$ cat src/fsps_pkg.sv
// Shared constants and types for the flash self-programming sequencer.
package fsps_pkg;

  // ----------------------------------------------------------------------
  // Array geometry
  // ----------------------------------------------------------------------
  localparam int FSPS_ADDR_W    = 16;
  localparam int FSPS_WORD_W    = 24;
  localparam int FSPS_ROW_WORDS = 32;
  localparam int FSPS_ROW_BYTES = 96;
  localparam int FSPS_IDX_W     = 5;

  // ----------------------------------------------------------------------
  // Control register layout
  // ----------------------------------------------------------------------
  localparam int               FSPS_CTRL_W     = 16;
  localparam int               FSPS_START_BIT  = 15;
  localparam int               FSPS_WREN_BIT   = 14;
  localparam int               FSPS_ERASE_BIT  = 6;
  localparam logic [15:0]      FSPS_CTRL_RESET = 16'h0000;
  localparam logic [15:0]      FSPS_CTRL_MASK  = 16'h4043;
  localparam logic [1:0]       FSPS_SEL_WORD   = 2'h0;
  localparam logic [1:0]       FSPS_SEL_ROW    = 2'h1;
  localparam logic [1:0]       FSPS_SEL_BAD    = 2'h3;
  localparam logic [7:0]       FSPS_KEY_FIRST  = 8'h55;
  localparam logic [7:0]       FSPS_KEY_SECOND = 8'hAA;

  // ----------------------------------------------------------------------
  // Processor-side register offsets
  // ----------------------------------------------------------------------
  localparam int          FSPS_AXI_AW     = 8;
  localparam logic [7:0]  FSPS_OFS_ADDR   = 8'h00;
  localparam logic [7:0]  FSPS_OFS_DATA   = 8'h04;
  localparam logic [7:0]  FSPS_OFS_CTRL   = 8'h08;
  localparam logic [7:0]  FSPS_OFS_KEY    = 8'h0C;
  localparam logic [7:0]  FSPS_OFS_STATUS = 8'h10;
  localparam logic [1:0]  FSPS_RESP_OKAY  = 2'h0;
  localparam logic [1:0]  FSPS_RESP_SLV   = 2'h2;

  typedef enum logic [1:0] {
    FSPS_REQ_TABLE,
    FSPS_REQ_CTRL,
    FSPS_REQ_KEY,
    FSPS_REQ_ADDR
  } fsps_req_type;

endpackage
$ cat src/fsps_link_if.sv
// Link between the processor end and the flash sequencer end.
`timescale 1ns/1ns
`default_nettype none
interface fsps_link_if;
  import fsps_pkg::*;
  logic                   req_valid;
  logic                   req_ready;
  fsps_req_type           req_kind;
  logic [FSPS_WORD_W-1:0] req_data;
  logic                   stall;
  logic [FSPS_CTRL_W-1:0] ctrl_rd;

  modport dev (
    input  req_valid,
    input  req_kind,
    input  req_data,
    output req_ready,
    output stall,
    output ctrl_rd
  );

  modport host (
    output req_valid,
    output req_kind,
    output req_data,
    input  req_ready,
    input  stall,
    input  ctrl_rd
  );
endinterface
`default_nettype wire

$ cat src/fsps_dev.sv
// Flash self-programming sequencer: latches, unlock, erase and program.
`timescale 1ns/1ns
`default_nettype none
module fsps_dev
  import fsps_pkg::*;
#(
  parameter int AW           = FSPS_ADDR_W,
  parameter int PROG_CYCLES  = 4,
  parameter int ERASE_CYCLES = 16
)(
  input  wire logic             aclk,
  input  wire logic             aresetn,
  fsps_link_if.dev              link,
  output logic                  fl_prog,
  output logic                  fl_erase,
  output logic [AW-1:0]         fl_addr,
  output logic [FSPS_WORD_W-1:0] fl_wdata
);

  if (AW < FSPS_IDX_W + 2 || AW > FSPS_WORD_W || PROG_CYCLES < 1 || ERASE_CYCLES < 1 ||
      PROG_CYCLES > 65535 || ERASE_CYCLES > 65535)
  begin : g_check
    $error("fsps_dev: unsupported parameters");
  end

  localparam logic [15:0] PROG_WAIT  = 16'(PROG_CYCLES - 1);
  localparam logic [15:0] ERASE_WAIT = 16'(ERASE_CYCLES - 1);
  localparam logic [7:0]  ROW_CNT    = 8'(FSPS_ROW_WORDS);

  typedef enum logic [1:0] {
    ST_IDLE,
    ST_ERASE,
    ST_PROG
  } fsps_state_type;

  typedef struct packed {
    fsps_state_type         st;
    logic [FSPS_CTRL_W-1:0] ctrl;
    logic [AW-1:0]          nv_addr;
    logic                   key_half;
    logic                   unlocked;
    logic                   tw_hold;
    logic [AW-1:0]          cur;
    logic [7:0]             left;
    logic [15:0]            wait_cnt;
    logic                   fl_prog;
    logic                   fl_erase;
    logic [AW-1:0]          fl_addr;
    logic [FSPS_WORD_W-1:0] fl_wdata;
  } fsps_dev_type;

  fsps_dev_type           q_reg;
  fsps_dev_type           q_next;
  logic                   take;
  logic                   table_wr;
  logic [1:0]             sel;
  logic [AW-1:0]          emask;
  logic [AW-1:0]          rmask;
  logic [FSPS_WORD_W-1:0] latch_rd;

  // --------------------------------------------------------------------
  // Request acceptance
  // --------------------------------------------------------------------
  // A table write blocks the next request for one cycle, so it takes two.
  assign link.req_ready = (q_reg.st == ST_IDLE) && !q_reg.tw_hold;
  assign link.stall     = (q_reg.st != ST_IDLE);
  assign link.ctrl_rd   = q_reg.ctrl;
  assign take           = link.req_valid && link.req_ready;
  assign table_wr       = take && (link.req_kind == FSPS_REQ_TABLE);
  assign sel            = link.req_data[1:0];
  // Erase block of 1, 2 or 4 rows, aligned from word zero.
  assign emask = (AW'(FSPS_ROW_WORDS) << sel) - AW'(1);
  assign rmask = AW'(FSPS_ROW_WORDS) - AW'(1);

  // --------------------------------------------------------------------
  // Holding latches
  // --------------------------------------------------------------------
  fsps_latch_buf #(
    .W (FSPS_WORD_W),
    .N (FSPS_ROW_WORDS)
  ) u_latch (
    .aclk    (aclk),
    .aresetn (aresetn),
    .wr_en   (table_wr),
    .wr_idx  (q_reg.nv_addr[FSPS_IDX_W-1:0]),
    .wr_data (link.req_data),
    .rd_idx  (q_reg.cur[FSPS_IDX_W-1:0]),
    .rd_data (latch_rd)
  );

  // --------------------------------------------------------------------
  // Sequencer
  // --------------------------------------------------------------------
  always_comb
  begin
    q_next          = q_reg;
    q_next.fl_prog  = 1'b0;
    q_next.fl_erase = 1'b0;
    q_next.tw_hold  = table_wr;
    if (take)
    begin
      // Any write other than the key sequence breaks the unlock.
      q_next.key_half = 1'b0;
      q_next.unlocked = 1'b0;
      case (link.req_kind)
        FSPS_REQ_KEY:
        begin
          if (link.req_data[7:0] == FSPS_KEY_FIRST)
          begin
            q_next.key_half = 1'b1;
          end
          else if (link.req_data[7:0] == FSPS_KEY_SECOND && q_reg.key_half)
          begin
            q_next.unlocked = 1'b1;
          end
        end
        FSPS_REQ_ADDR:
        begin
          q_next.nv_addr = link.req_data[AW-1:0];
        end
        FSPS_REQ_CTRL:
        begin
          q_next.ctrl = link.req_data[FSPS_CTRL_W-1:0] & FSPS_CTRL_MASK;
          if (link.req_data[FSPS_START_BIT] && link.req_data[FSPS_WREN_BIT] &&
              q_reg.unlocked && sel != FSPS_SEL_BAD)
          begin
            q_next.ctrl[FSPS_START_BIT] = 1'b1;
            q_next.wait_cnt             = 16'h0000;
            if (link.req_data[FSPS_ERASE_BIT])
            begin
              q_next.st   = ST_ERASE;
              q_next.cur  = q_reg.nv_addr & ~emask;
              q_next.left = 8'h01 << sel;
            end
            else if (sel == FSPS_SEL_ROW)
            begin
              q_next.st   = ST_PROG;
              q_next.cur  = q_reg.nv_addr & ~rmask;
              q_next.left = ROW_CNT;
            end
            else if (sel == FSPS_SEL_WORD)
            begin
              q_next.st   = ST_PROG;
              q_next.cur  = q_reg.nv_addr;
              q_next.left = 8'h01;
            end
            else
            begin
              q_next.ctrl[FSPS_START_BIT] = 1'b0;
            end
          end
        end
        default:
        begin
          q_next.tw_hold = table_wr;
        end
      endcase
    end
    case (q_reg.st)
      ST_ERASE, ST_PROG:
      begin
        if (q_reg.wait_cnt != 16'h0000)
        begin
          q_next.wait_cnt = q_reg.wait_cnt - 16'h0001;
        end
        else if (q_reg.left == 8'h00)
        begin
          q_next.st                   = ST_IDLE;
          q_next.ctrl[FSPS_START_BIT] = 1'b0;
        end
        else
        begin
          q_next.left    = q_reg.left - 8'h01;
          q_next.fl_addr = q_reg.cur;
          if (q_reg.st == ST_ERASE)
          begin
            q_next.fl_erase = 1'b1;
            q_next.cur      = q_reg.cur + AW'(FSPS_ROW_WORDS);
            q_next.wait_cnt = ERASE_WAIT;
          end
          else
          begin
            q_next.fl_prog  = 1'b1;
            q_next.fl_wdata = latch_rd;
            q_next.cur      = q_reg.cur + AW'(1);
            q_next.wait_cnt = PROG_WAIT;
          end
        end
      end
      default:
      begin
        q_next.wait_cnt = 16'h0000;
      end
    endcase
  end

  always_ff @(posedge aclk)
  begin
    if (!aresetn)
    begin
      q_reg          <= '0;
      q_reg.st       <= ST_IDLE;
      q_reg.ctrl     <= FSPS_CTRL_RESET;
      q_reg.fl_wdata <= '1;
    end
    else
    begin
      q_reg <= q_next;
    end
  end

  assign fl_prog  = q_reg.fl_prog;
  assign fl_erase = q_reg.fl_erase;
  assign fl_addr  = q_reg.fl_addr;
  assign fl_wdata = q_reg.fl_wdata;

endmodule
`default_nettype wire

$ cat src/fsps_latch_buf.sv
// Row holding latches written by table writes and read by the sequencer.
`timescale 1ns/1ns
`default_nettype none
module fsps_latch_buf
  import fsps_pkg::*;
#(
  parameter int W = FSPS_WORD_W,
  parameter int N = FSPS_ROW_WORDS
)(
  input  wire logic                 aclk,
  input  wire logic                 aresetn,
  input  wire logic                 wr_en,
  input  wire logic [$clog2(N)-1:0] wr_idx,
  input  wire logic [W-1:0]         wr_data,
  input  wire logic [$clog2(N)-1:0] rd_idx,
  output logic      [W-1:0]         rd_data
);

  if (N < 2 || W < 1)
  begin : g_check
    $error("fsps_latch_buf: unsupported size");
  end

  typedef struct packed {
    logic [N-1:0][W-1:0] mem;
  } fsps_latch_type;

  fsps_latch_type q_reg;
  fsps_latch_type q_next;

  // --------------------------------------------------------------------
  // Storage
  // --------------------------------------------------------------------
  always_comb
  begin
    q_next = q_reg;
    if (wr_en)
    begin
      q_next.mem[wr_idx] = wr_data;
    end
  end

  always_ff @(posedge aclk)
  begin
    if (!aresetn)
    begin
      q_reg <= '1;
    end
    else
    begin
      q_reg <= q_next;
    end
  end

  assign rd_data = q_reg.mem[rd_idx];

endmodule
`default_nettype wire

$ cat src/flat_wrapper.sv
// flat-port wrapper written by rule: the top's interface ports become plain ports
module fsps_dev_flat import fsps_pkg::*;
#(
  parameter int AW           = FSPS_ADDR_W,
  parameter int PROG_CYCLES  = 4,
  parameter int ERASE_CYCLES = 16
)
  (aclk, aresetn, fl_prog, fl_erase, fl_addr, fl_wdata, link_req_valid, link_req_kind, link_req_data, link_req_ready, link_stall, link_ctrl_rd);
  fsps_link_if link_i ();
  input  wire logic aclk;
  input  wire logic aresetn;
  output logic fl_prog;
  output logic fl_erase;
  output logic [AW-1:0] fl_addr;
  output logic [FSPS_WORD_W-1:0] fl_wdata;
  input wire logic [$bits(link_i.req_valid)-1:0] link_req_valid;
  input wire logic [$bits(link_i.req_kind)-1:0] link_req_kind;
  input wire logic [$bits(link_i.req_data)-1:0] link_req_data;
  output wire logic [$bits(link_i.req_ready)-1:0] link_req_ready;
  output wire logic [$bits(link_i.stall)-1:0] link_stall;
  output wire logic [$bits(link_i.ctrl_rd)-1:0] link_ctrl_rd;
  assign link_i.req_valid = link_req_valid;
  assign link_i.req_kind = link_req_kind;
  assign link_i.req_data = link_req_data;
  assign link_req_ready = link_i.req_ready;
  assign link_stall = link_i.stall;
  assign link_ctrl_rd = link_i.ctrl_rd;
  fsps_dev #(.AW(AW), .PROG_CYCLES(PROG_CYCLES), .ERASE_CYCLES(ERASE_CYCLES)) u_core (.aclk(aclk), .aresetn(aresetn), .link(link_i), .fl_prog(fl_prog), .fl_erase(fl_erase), .fl_addr(fl_addr), .fl_wdata(fl_wdata));
endmodule
$ cat config.mk
export PLATFORM = sky130hd
export DESIGN_NAME = fsps_dev_flat
export DESIGN_NICKNAME = d
export VERILOG_FILES = /design/src/fsps_pkg.sv /design/src/fsps_link_if.sv /design/src/fsps_dev.sv /design/src/fsps_latch_buf.sv /design/src/flat_wrapper.sv
export SDC_FILE = /design/constraint.sdc
export NUM_CORES = 2
export LEC_CHECK = 0
export BUFFER_PORTS_ARGS = -buffer_cell sky130_fd_sc_hd__buf_2
export CAP_MARGIN = 20
export CORE_MARGIN = 1
export CORE_UTILIZATION = 40
export CTS_CLUSTER_DIAMETER = 100
export CTS_CLUSTER_SIZE = 8
export DETAILED_ROUTE_END_ITERATION = 6
export GPL_TIMING_DRIVEN = 0
export PLACE_DENSITY_LB_ADDON = 0.08
export REMOVE_ABC_BUFFERS = 1
export SYNTH_ARGS = -nofsm -noshare
export SYNTH_HDL_FRONTEND = slang
export SYNTH_SLANG_ARGS = --single-unit
$ cat constraint.sdc
create_clock -name aclk -period 2.76 [get_ports aclk]
set_clock_uncertainty 0.15 [all_clocks]
set_input_delay 0.552 -clock aclk [delete_from_list [all_inputs] [get_ports aclk]]
set_output_delay 0.552 -clock aclk [all_outputs]
set_load 0.01 [all_outputs]
Word level (Yosys, flattened, before mapping)
Cells that the tools add are included.
{"block": "totals", "ff_bits": 876, "latch_bits": 0, "ram_bits": 0, "romBits": 0, "in_bits": 29, "out_inout_bits": 60, "wordCells": 134, "mem_count": 0}
{"block": "op_classes", "add_sub_neg": 5, "n_mul": 0, "div_mod_pow": 0, "n_lt_le_gt_ge": 3, "eq_ne": 12, "n_shift": 2, "muxes": 36, "n_bitwise": 7, "n_reduce_logical": 23}
{"cell": "$bwmux W768", "n": 1}
{"cell": "$mux W24", "n": 8}
{"cell": "$bmux W24 S5", "n": 1}
{"cell": "$demux W24 S5", "n": 1}
{"cell": "$mux W82", "n": 1}
{"cell": "$mux W40", "n": 2}
{"cell": "$mux W77", "n": 1}
{"cell": "$mux W16", "n": 3}
{"cell": "$mux W18", "n": 1}
{"cell": "$add A16 B1 Y16 const B", "n": 1}
{"cell": "$add A16 B6 Y16 const B", "n": 1}
{"cell": "$and A16 B16 Y16", "n": 1}
{"cell": "$not A16 Y16", "n": 1}
{"cell": "$reduce_bool A16 Y1", "n": 1}
{"cell": "$shl A6 B2 Y16 const A", "n": 1}
{"cell": "$sub A16 B1 Y16 const B", "n": 1}
{"cell": "$sub A16 B2 Y16 const B", "n": 1}
{"cell": "$lt A5 B6 Y1 const B", "n": 2}
{"cell": "$mux W3", "n": 4}
{"cell": "$eq A8 B7 Y1 const B", "n": 1}
{"cell": "$eq A8 B8 Y1 const B", "n": 1}
{"cell": "$logic_and A1 B1 Y1", "n": 8}
{"cell": "$logic_not A8 Y1", "n": 1}
{"cell": "$mux W1", "n": 8}
{"cell": "other kinds (19)", "n": 36}

Logic depth before layout (Yosys ltp)
{"block": "logic_depth", "word_depth": 11, "mapped_depth": 11, "depth_no_buf": 7}

Hierarchy
Synthesis repeated with hierarchy kept, for this count alone.
{"block": "unflattened", "cells_unflattened": 5010, "hier_area_um2": 38748.4}
{"mod": "fsps_latch_buf", "instances": 1, "cells_each": 4329, "area_per_inst_um2": 33284.4, "seq_area_each_um2": 15374.7}
{"mod": "fsps_dev", "instances": 1, "cells_each": 681, "area_per_inst_um2": 5464.0, "seq_area_each_um2": 2162.1}

Worst setup path before layout
No wires, ideal clock.
{"block": "synth_timing", "kind": "input to register", "from": "in link_req_data[14]", "to": "reg u_core.q_reg[77] (netlist name)", "arrival_time_ns": 2.012, "setup_slack_ns": 0.472, "stages": 6, "n_path_buf": 1, "path_cell_list": "buf_2 > nand3_1 > a2111oi_2 > mux2_2 > o21ai_0 > a31oi_1"}
{"block": "synth_via", "elab_chain_cells": 9}
{"element": "start, declared", "line": "flat_wrapper.sv:18", "rtl": "input wire logic [$bits(link_i.req_data)-1:0] link_req_data;"}
{"element": "$logic_and A1 B1 Y1 (*) (2 in series)", "line": "fsps_dev.sv:124", "rtl": "if (link.req_data[FSPS_START_BIT] && link.req_data[FSPS_WREN_BIT] &&"}
{"element": "$logic_and A1 B1 Y1 (*)", "line": "fsps_dev.sv:125", "rtl": "q_reg.unlocked && sel != FSPS_SEL_BAD)"}
{"element": "$mux W40 (*)", "line": "fsps_dev.sv:124"}
{"element": "$mux W40 (*)", "line": "fsps_dev.sv:105", "rtl": "case (link.req_kind)"}
{"element": "$mux W77 (*)", "line": "fsps_dev.sv:100", "rtl": "if (take)"}
{"element": "$mux W82", "line": "fsps_dev.sv:166", "rtl": "else if (q_reg.left == 8'h00)"}
{"element": "$mux W24", "line": "fsps_dev.sv:162", "rtl": "if (q_reg.wait_cnt != 16'h0000)"}
{"element": "$mux W24 (*)", "line": "fsps_dev.sv:159", "rtl": "case (q_reg.st)"}
{"element": "end signal, assigned", "line": "fsps_dev.sv:208", "rtl": "q_reg <= q_next;"}
{"element": "end, declared", "line": "fsps_dev.sv:52", "rtl": "fsps_dev_type q_reg;"}
Mark *: on every way between the ends. The rest lies on a longest branch, timed or not. The select of a mux whose other input is x is not followed.
A chain may end at the register's enable or synchronous reset.

Worst setup path after layout
{"block": "layout_timing", "from": "reg u_core.q_reg[68] (netlist name)", "to": "reg, netlist name u_core.fl_wdata[18]"}
{"block": "layout_via", "elab_chain_cells": 2}
{"element": "$bmux W24 S5", "line": "fsps_latch_buf.sv:55", "rtl": "assign rd_data = q_reg.mem[rd_idx];"}
{"element": "$mux W24 (not written as such)", "line": "fsps_latch_buf.sv:55"}
No other way between the ends. The select of a mux whose other input is x is not followed.

==> results.md <==
- Drt first pass iters: 6
- Sequential-to-total area share from yosys stat: 0.4629
- Switching share of power: 0.2360
- Final Util: 0.4769
- Final Slew Violations: 0
- Largest family of logic cells by synthesized area: simple AND/OR/NAND/NOR gates
- Simple-Gate Fraction of Synth Area: 0.3072
- Initial antenna violation count: 4
- Sw Pwr: 6.379 mW
- Die H: 309.8 um
- Outcome: finished, final reports clean
- Num CTS Buffers: 119
- Yosys reg bits: 876
- Number of H-tree levels: 3
- Initial Util: 0.4047
- WL final: 139.3 mm
- Cells after synthesis: 4586
- TritonCTS Sinks: 876
- Setup violators final: 0
- Hold Worst Slack: 0.1281 ns
- Vias in the first global route: 31395
- Pint: 20.65 mW
- HPWL after DPL: 81.09 mm
- Largest net degree at the start of global routing: 150
- Root buf cell: clkbuf_16
- Sequential Power Share: 0.472
- Setup WS post-layout: 0.02125 ns
- Tot GR Track Use: 0.2889
- Area Overhead vs Synth: 17.84%
- Die area: 95950 um2
- Placer Congestion: 0.7917
- Syn_area_per_cell: 8.261 um2
- Drt wl/cell: 24.24 um
- XOR/XNOR share of the synthesized area: 0.002081
- Crit-path max FO: 53
- Post-route DRC: 0
- DRT iter0 DRCs: 3441
- Die Wd: 309.8 um
- Worst-margin pin slew: 1.200 ns
- WHS Path Cells: 3
- FFs w/ async S/R, synth: 0
- RSZ-0062 raised after global routing: false
- DR vias: 33049
- First-pass GRT wire length: 207.7 mm
- Core Area: 93610 um2
- Leading area contributor after synthesis: dfxtp_1
- Crit share post-route: 0.9923
- Post-detailed-route count of antenna-violating nets: 0
- Placement Setup Slack: -1.119 ns
- Final min period: 2.739 ns
- Worst-skew pair later-pin latency: 0.72 ns
- Hold Fails Final Rpt: 0
- Crit path launch type: flip-flop
- Synth top area share: 0.4629
- Post-synthesis mux area share: 0.1230
- Final Total Pwr: 27.03 mW
- VDD IR-drop max: 0.5167 mV
- Yosys warnings: 0
- Max Buffers Root-to-Sink: 3
- Worst endpoint required time: 3.23 ns
- Fraction of layout cells with a size suffix above 1: 0.1587
- Via-to-Cell Ratio: 5.751
- EDFF count, synth: 0
- Leakage power: 18.94 nW
- Post-synthesis compound-gate area fraction: 0.04363
- Adder-Cell Fraction of Synth Area: 0.002972
- I/O pins: 89
- Reg2reg path depth: 7
- Power share of the clock group: 0.487
- FMAX: 365.1 MHz
- Number of distinct library cells after synthesis: 77
- Logic pwr share: 0.041
- Most instantiated cells after synthesis: nand2_1 (1705), dfxtp_1 (876), nand3_1 (826)
- Input/output buffers: 77
- Hold crit path type: in2reg
- Slew headroom: 0.2003
- Power per cell area: 605.4 nW/um2
- Largest cells by area after synthesis: dfxtp_1 (46%), nand2_1 (17%), mux4_2 (11%)
- WP data arrival: 3.21 ns
- Synthesized area: 37890 um2
- Crit path capture type: flip-flop
- Primary FF master, synth: dfxtp_1
- Filler instances: 8971
- Top-count cell post-synth: nand2_1
- CTS tree: built
- Final net count: 4522
- Overflow after GRT: 0
- Max reg flops: 768
- Worst-path clk slew: 0.05 ns
- Max Cap Viol: 0
- CTS Hold Bufs: 0
- Site Rows: 112
- Setup CP Type: reg2reg
metal layers:
| layer | GRT usage | share of wire |
|---|---|---|
| met4 | 0.09680 | 0.033 |
| met5 | 0 | 0 |
| met1 | 0.4111 | 0.45 |
| met2 | 0.4483 | 0.45 |
| met3 | 0.04119 | 0.071 |
per-stage QoR:
step	area [um2]	instances	setup TNS (ns)
finish	44640	5747	0
global route	44640	5747	0
CTS	44210	5714	0
detailed placement	39950	5532	-660.52
global placement	37740	5444	-8935.55
floorplan	35790	4113	-338.63
timing repair:
action                     4_1_cts  5_1_grt
buffers inserted                39       30
gates resized for setup        121       19
setup endpoints to repair      831      346
cloned                          14        2
pin swaps                       25       16
cell usage in the layout (no fill, tap or decap), drive strengths merged, types with 4 or more instances in the layout:
| master | netlist | final |
|---|---|---|
| o31ai | 4 | 4 |
| or3 | 12 | 12 |
| nand4 | 16 | 17 |
| and3 | 6 | 6 |
| conb | 1 | 11 |
| nand3 | 826 | 826 |
| and2 | 15 | 15 |
| nor3 | 21 | 21 |
| o211ai | 35 | 35 |
| nor2 | 62 | 73 |
| nand3b | 7 | 7 |
| a211oi | 40 | 40 |
| a21oi | 61 | 61 |
| dfxtp | 876 | 876 |
| nor4b | 4 | 4 |
| xnor2 | 7 | 7 |
| o21ai | 21 | 21 |
| o22ai | 49 | 49 |
| nand2 | 1705 | 1705 |
| ha | 9 | 9 |
| buf | 136 | 234 |
| mux2i | 29 | 29 |
| nor2b | 4 | 4 |
| and4 | 4 | 4 |
| mux4 | 193 | 193 |
| inv | 18 | 21 |
| or4 | 4 | 4 |
| nand4b | 4 | 4 |
| nor4 | 11 | 11 |
| clkbuf | 347 | 123 |
| a31oi | 14 | 14 |
cell type report:
type / count / area, um2 / share of cell area
diodes: 1 / 2.502 / 0.00005605
repair buffers: 237 / 3294 / 0.07379
flip-flops and latches: 876 / 17550 / 0.3932
inverters: 18 / 70.07 / 0.001570
multi-input cells: 3232 / 19030 / 0.4262
clock inverters: 7 / 116.4 / 0.002607
well taps: 1254 / 1569 / 0.03515
clock buffers: 122 / 3010 / 0.06743
cell families (layout without fill, tap and decap cells):
group           count (synthesis)  after routing
flops                         876            876
mux                           224            224
simple gates                 2715           2728
fa+ha+maj                       9              9
xor+xnor                        9              9
compound gates                251            251
other cells                     1             12
buf+inv                       501            384
path summary, 6_finish.rpt:
path / from / endpoint / slack, ns
worst min-delay path: link_req_data[1] / u_core.q_reg[86]$_SDFFE_PN0P_ / 0.13
worst max register to register: u_core.q_reg[68]$_SDFFE_PN0P_ / u_core.fl_wdata[18]$_SDFFE_PN1P_ / 0.02
worst min register to register: u_core.fl_addr[2]$_SDFFE_PN0P_ / u_core.fl_addr[2]$_SDFFE_PN0P_ / 0.29
worst max-delay path: u_core.q_reg[68]$_SDFFE_PN0P_ / u_core.fl_wdata[18]$_SDFFE_PN1P_ / 0.02
critical path, stage by stage, from the launching register on:
cell	delay [ns]
dfxtp_4	0.47
buf_16	0.34
buf_16	0.29
mux4_2	0.31
o22ai_2	0.12
a211oi_2	0.53
nand3_1	0.22
nand3_1	0.12
power by group through the flow:
stage	logic, mW	clock network [mW]	registers (mW)
after floorplan	0.317	0	13.0
after global placement	1.01	0	13.0
after detailed placement	1.07	0	13.0
after CTS	1.09	13.4	12.7
after global routing	1.17	13.9	12.7
final	1.12	13.2	12.8
No activity file was read; power rests on OpenSTA's default activity.
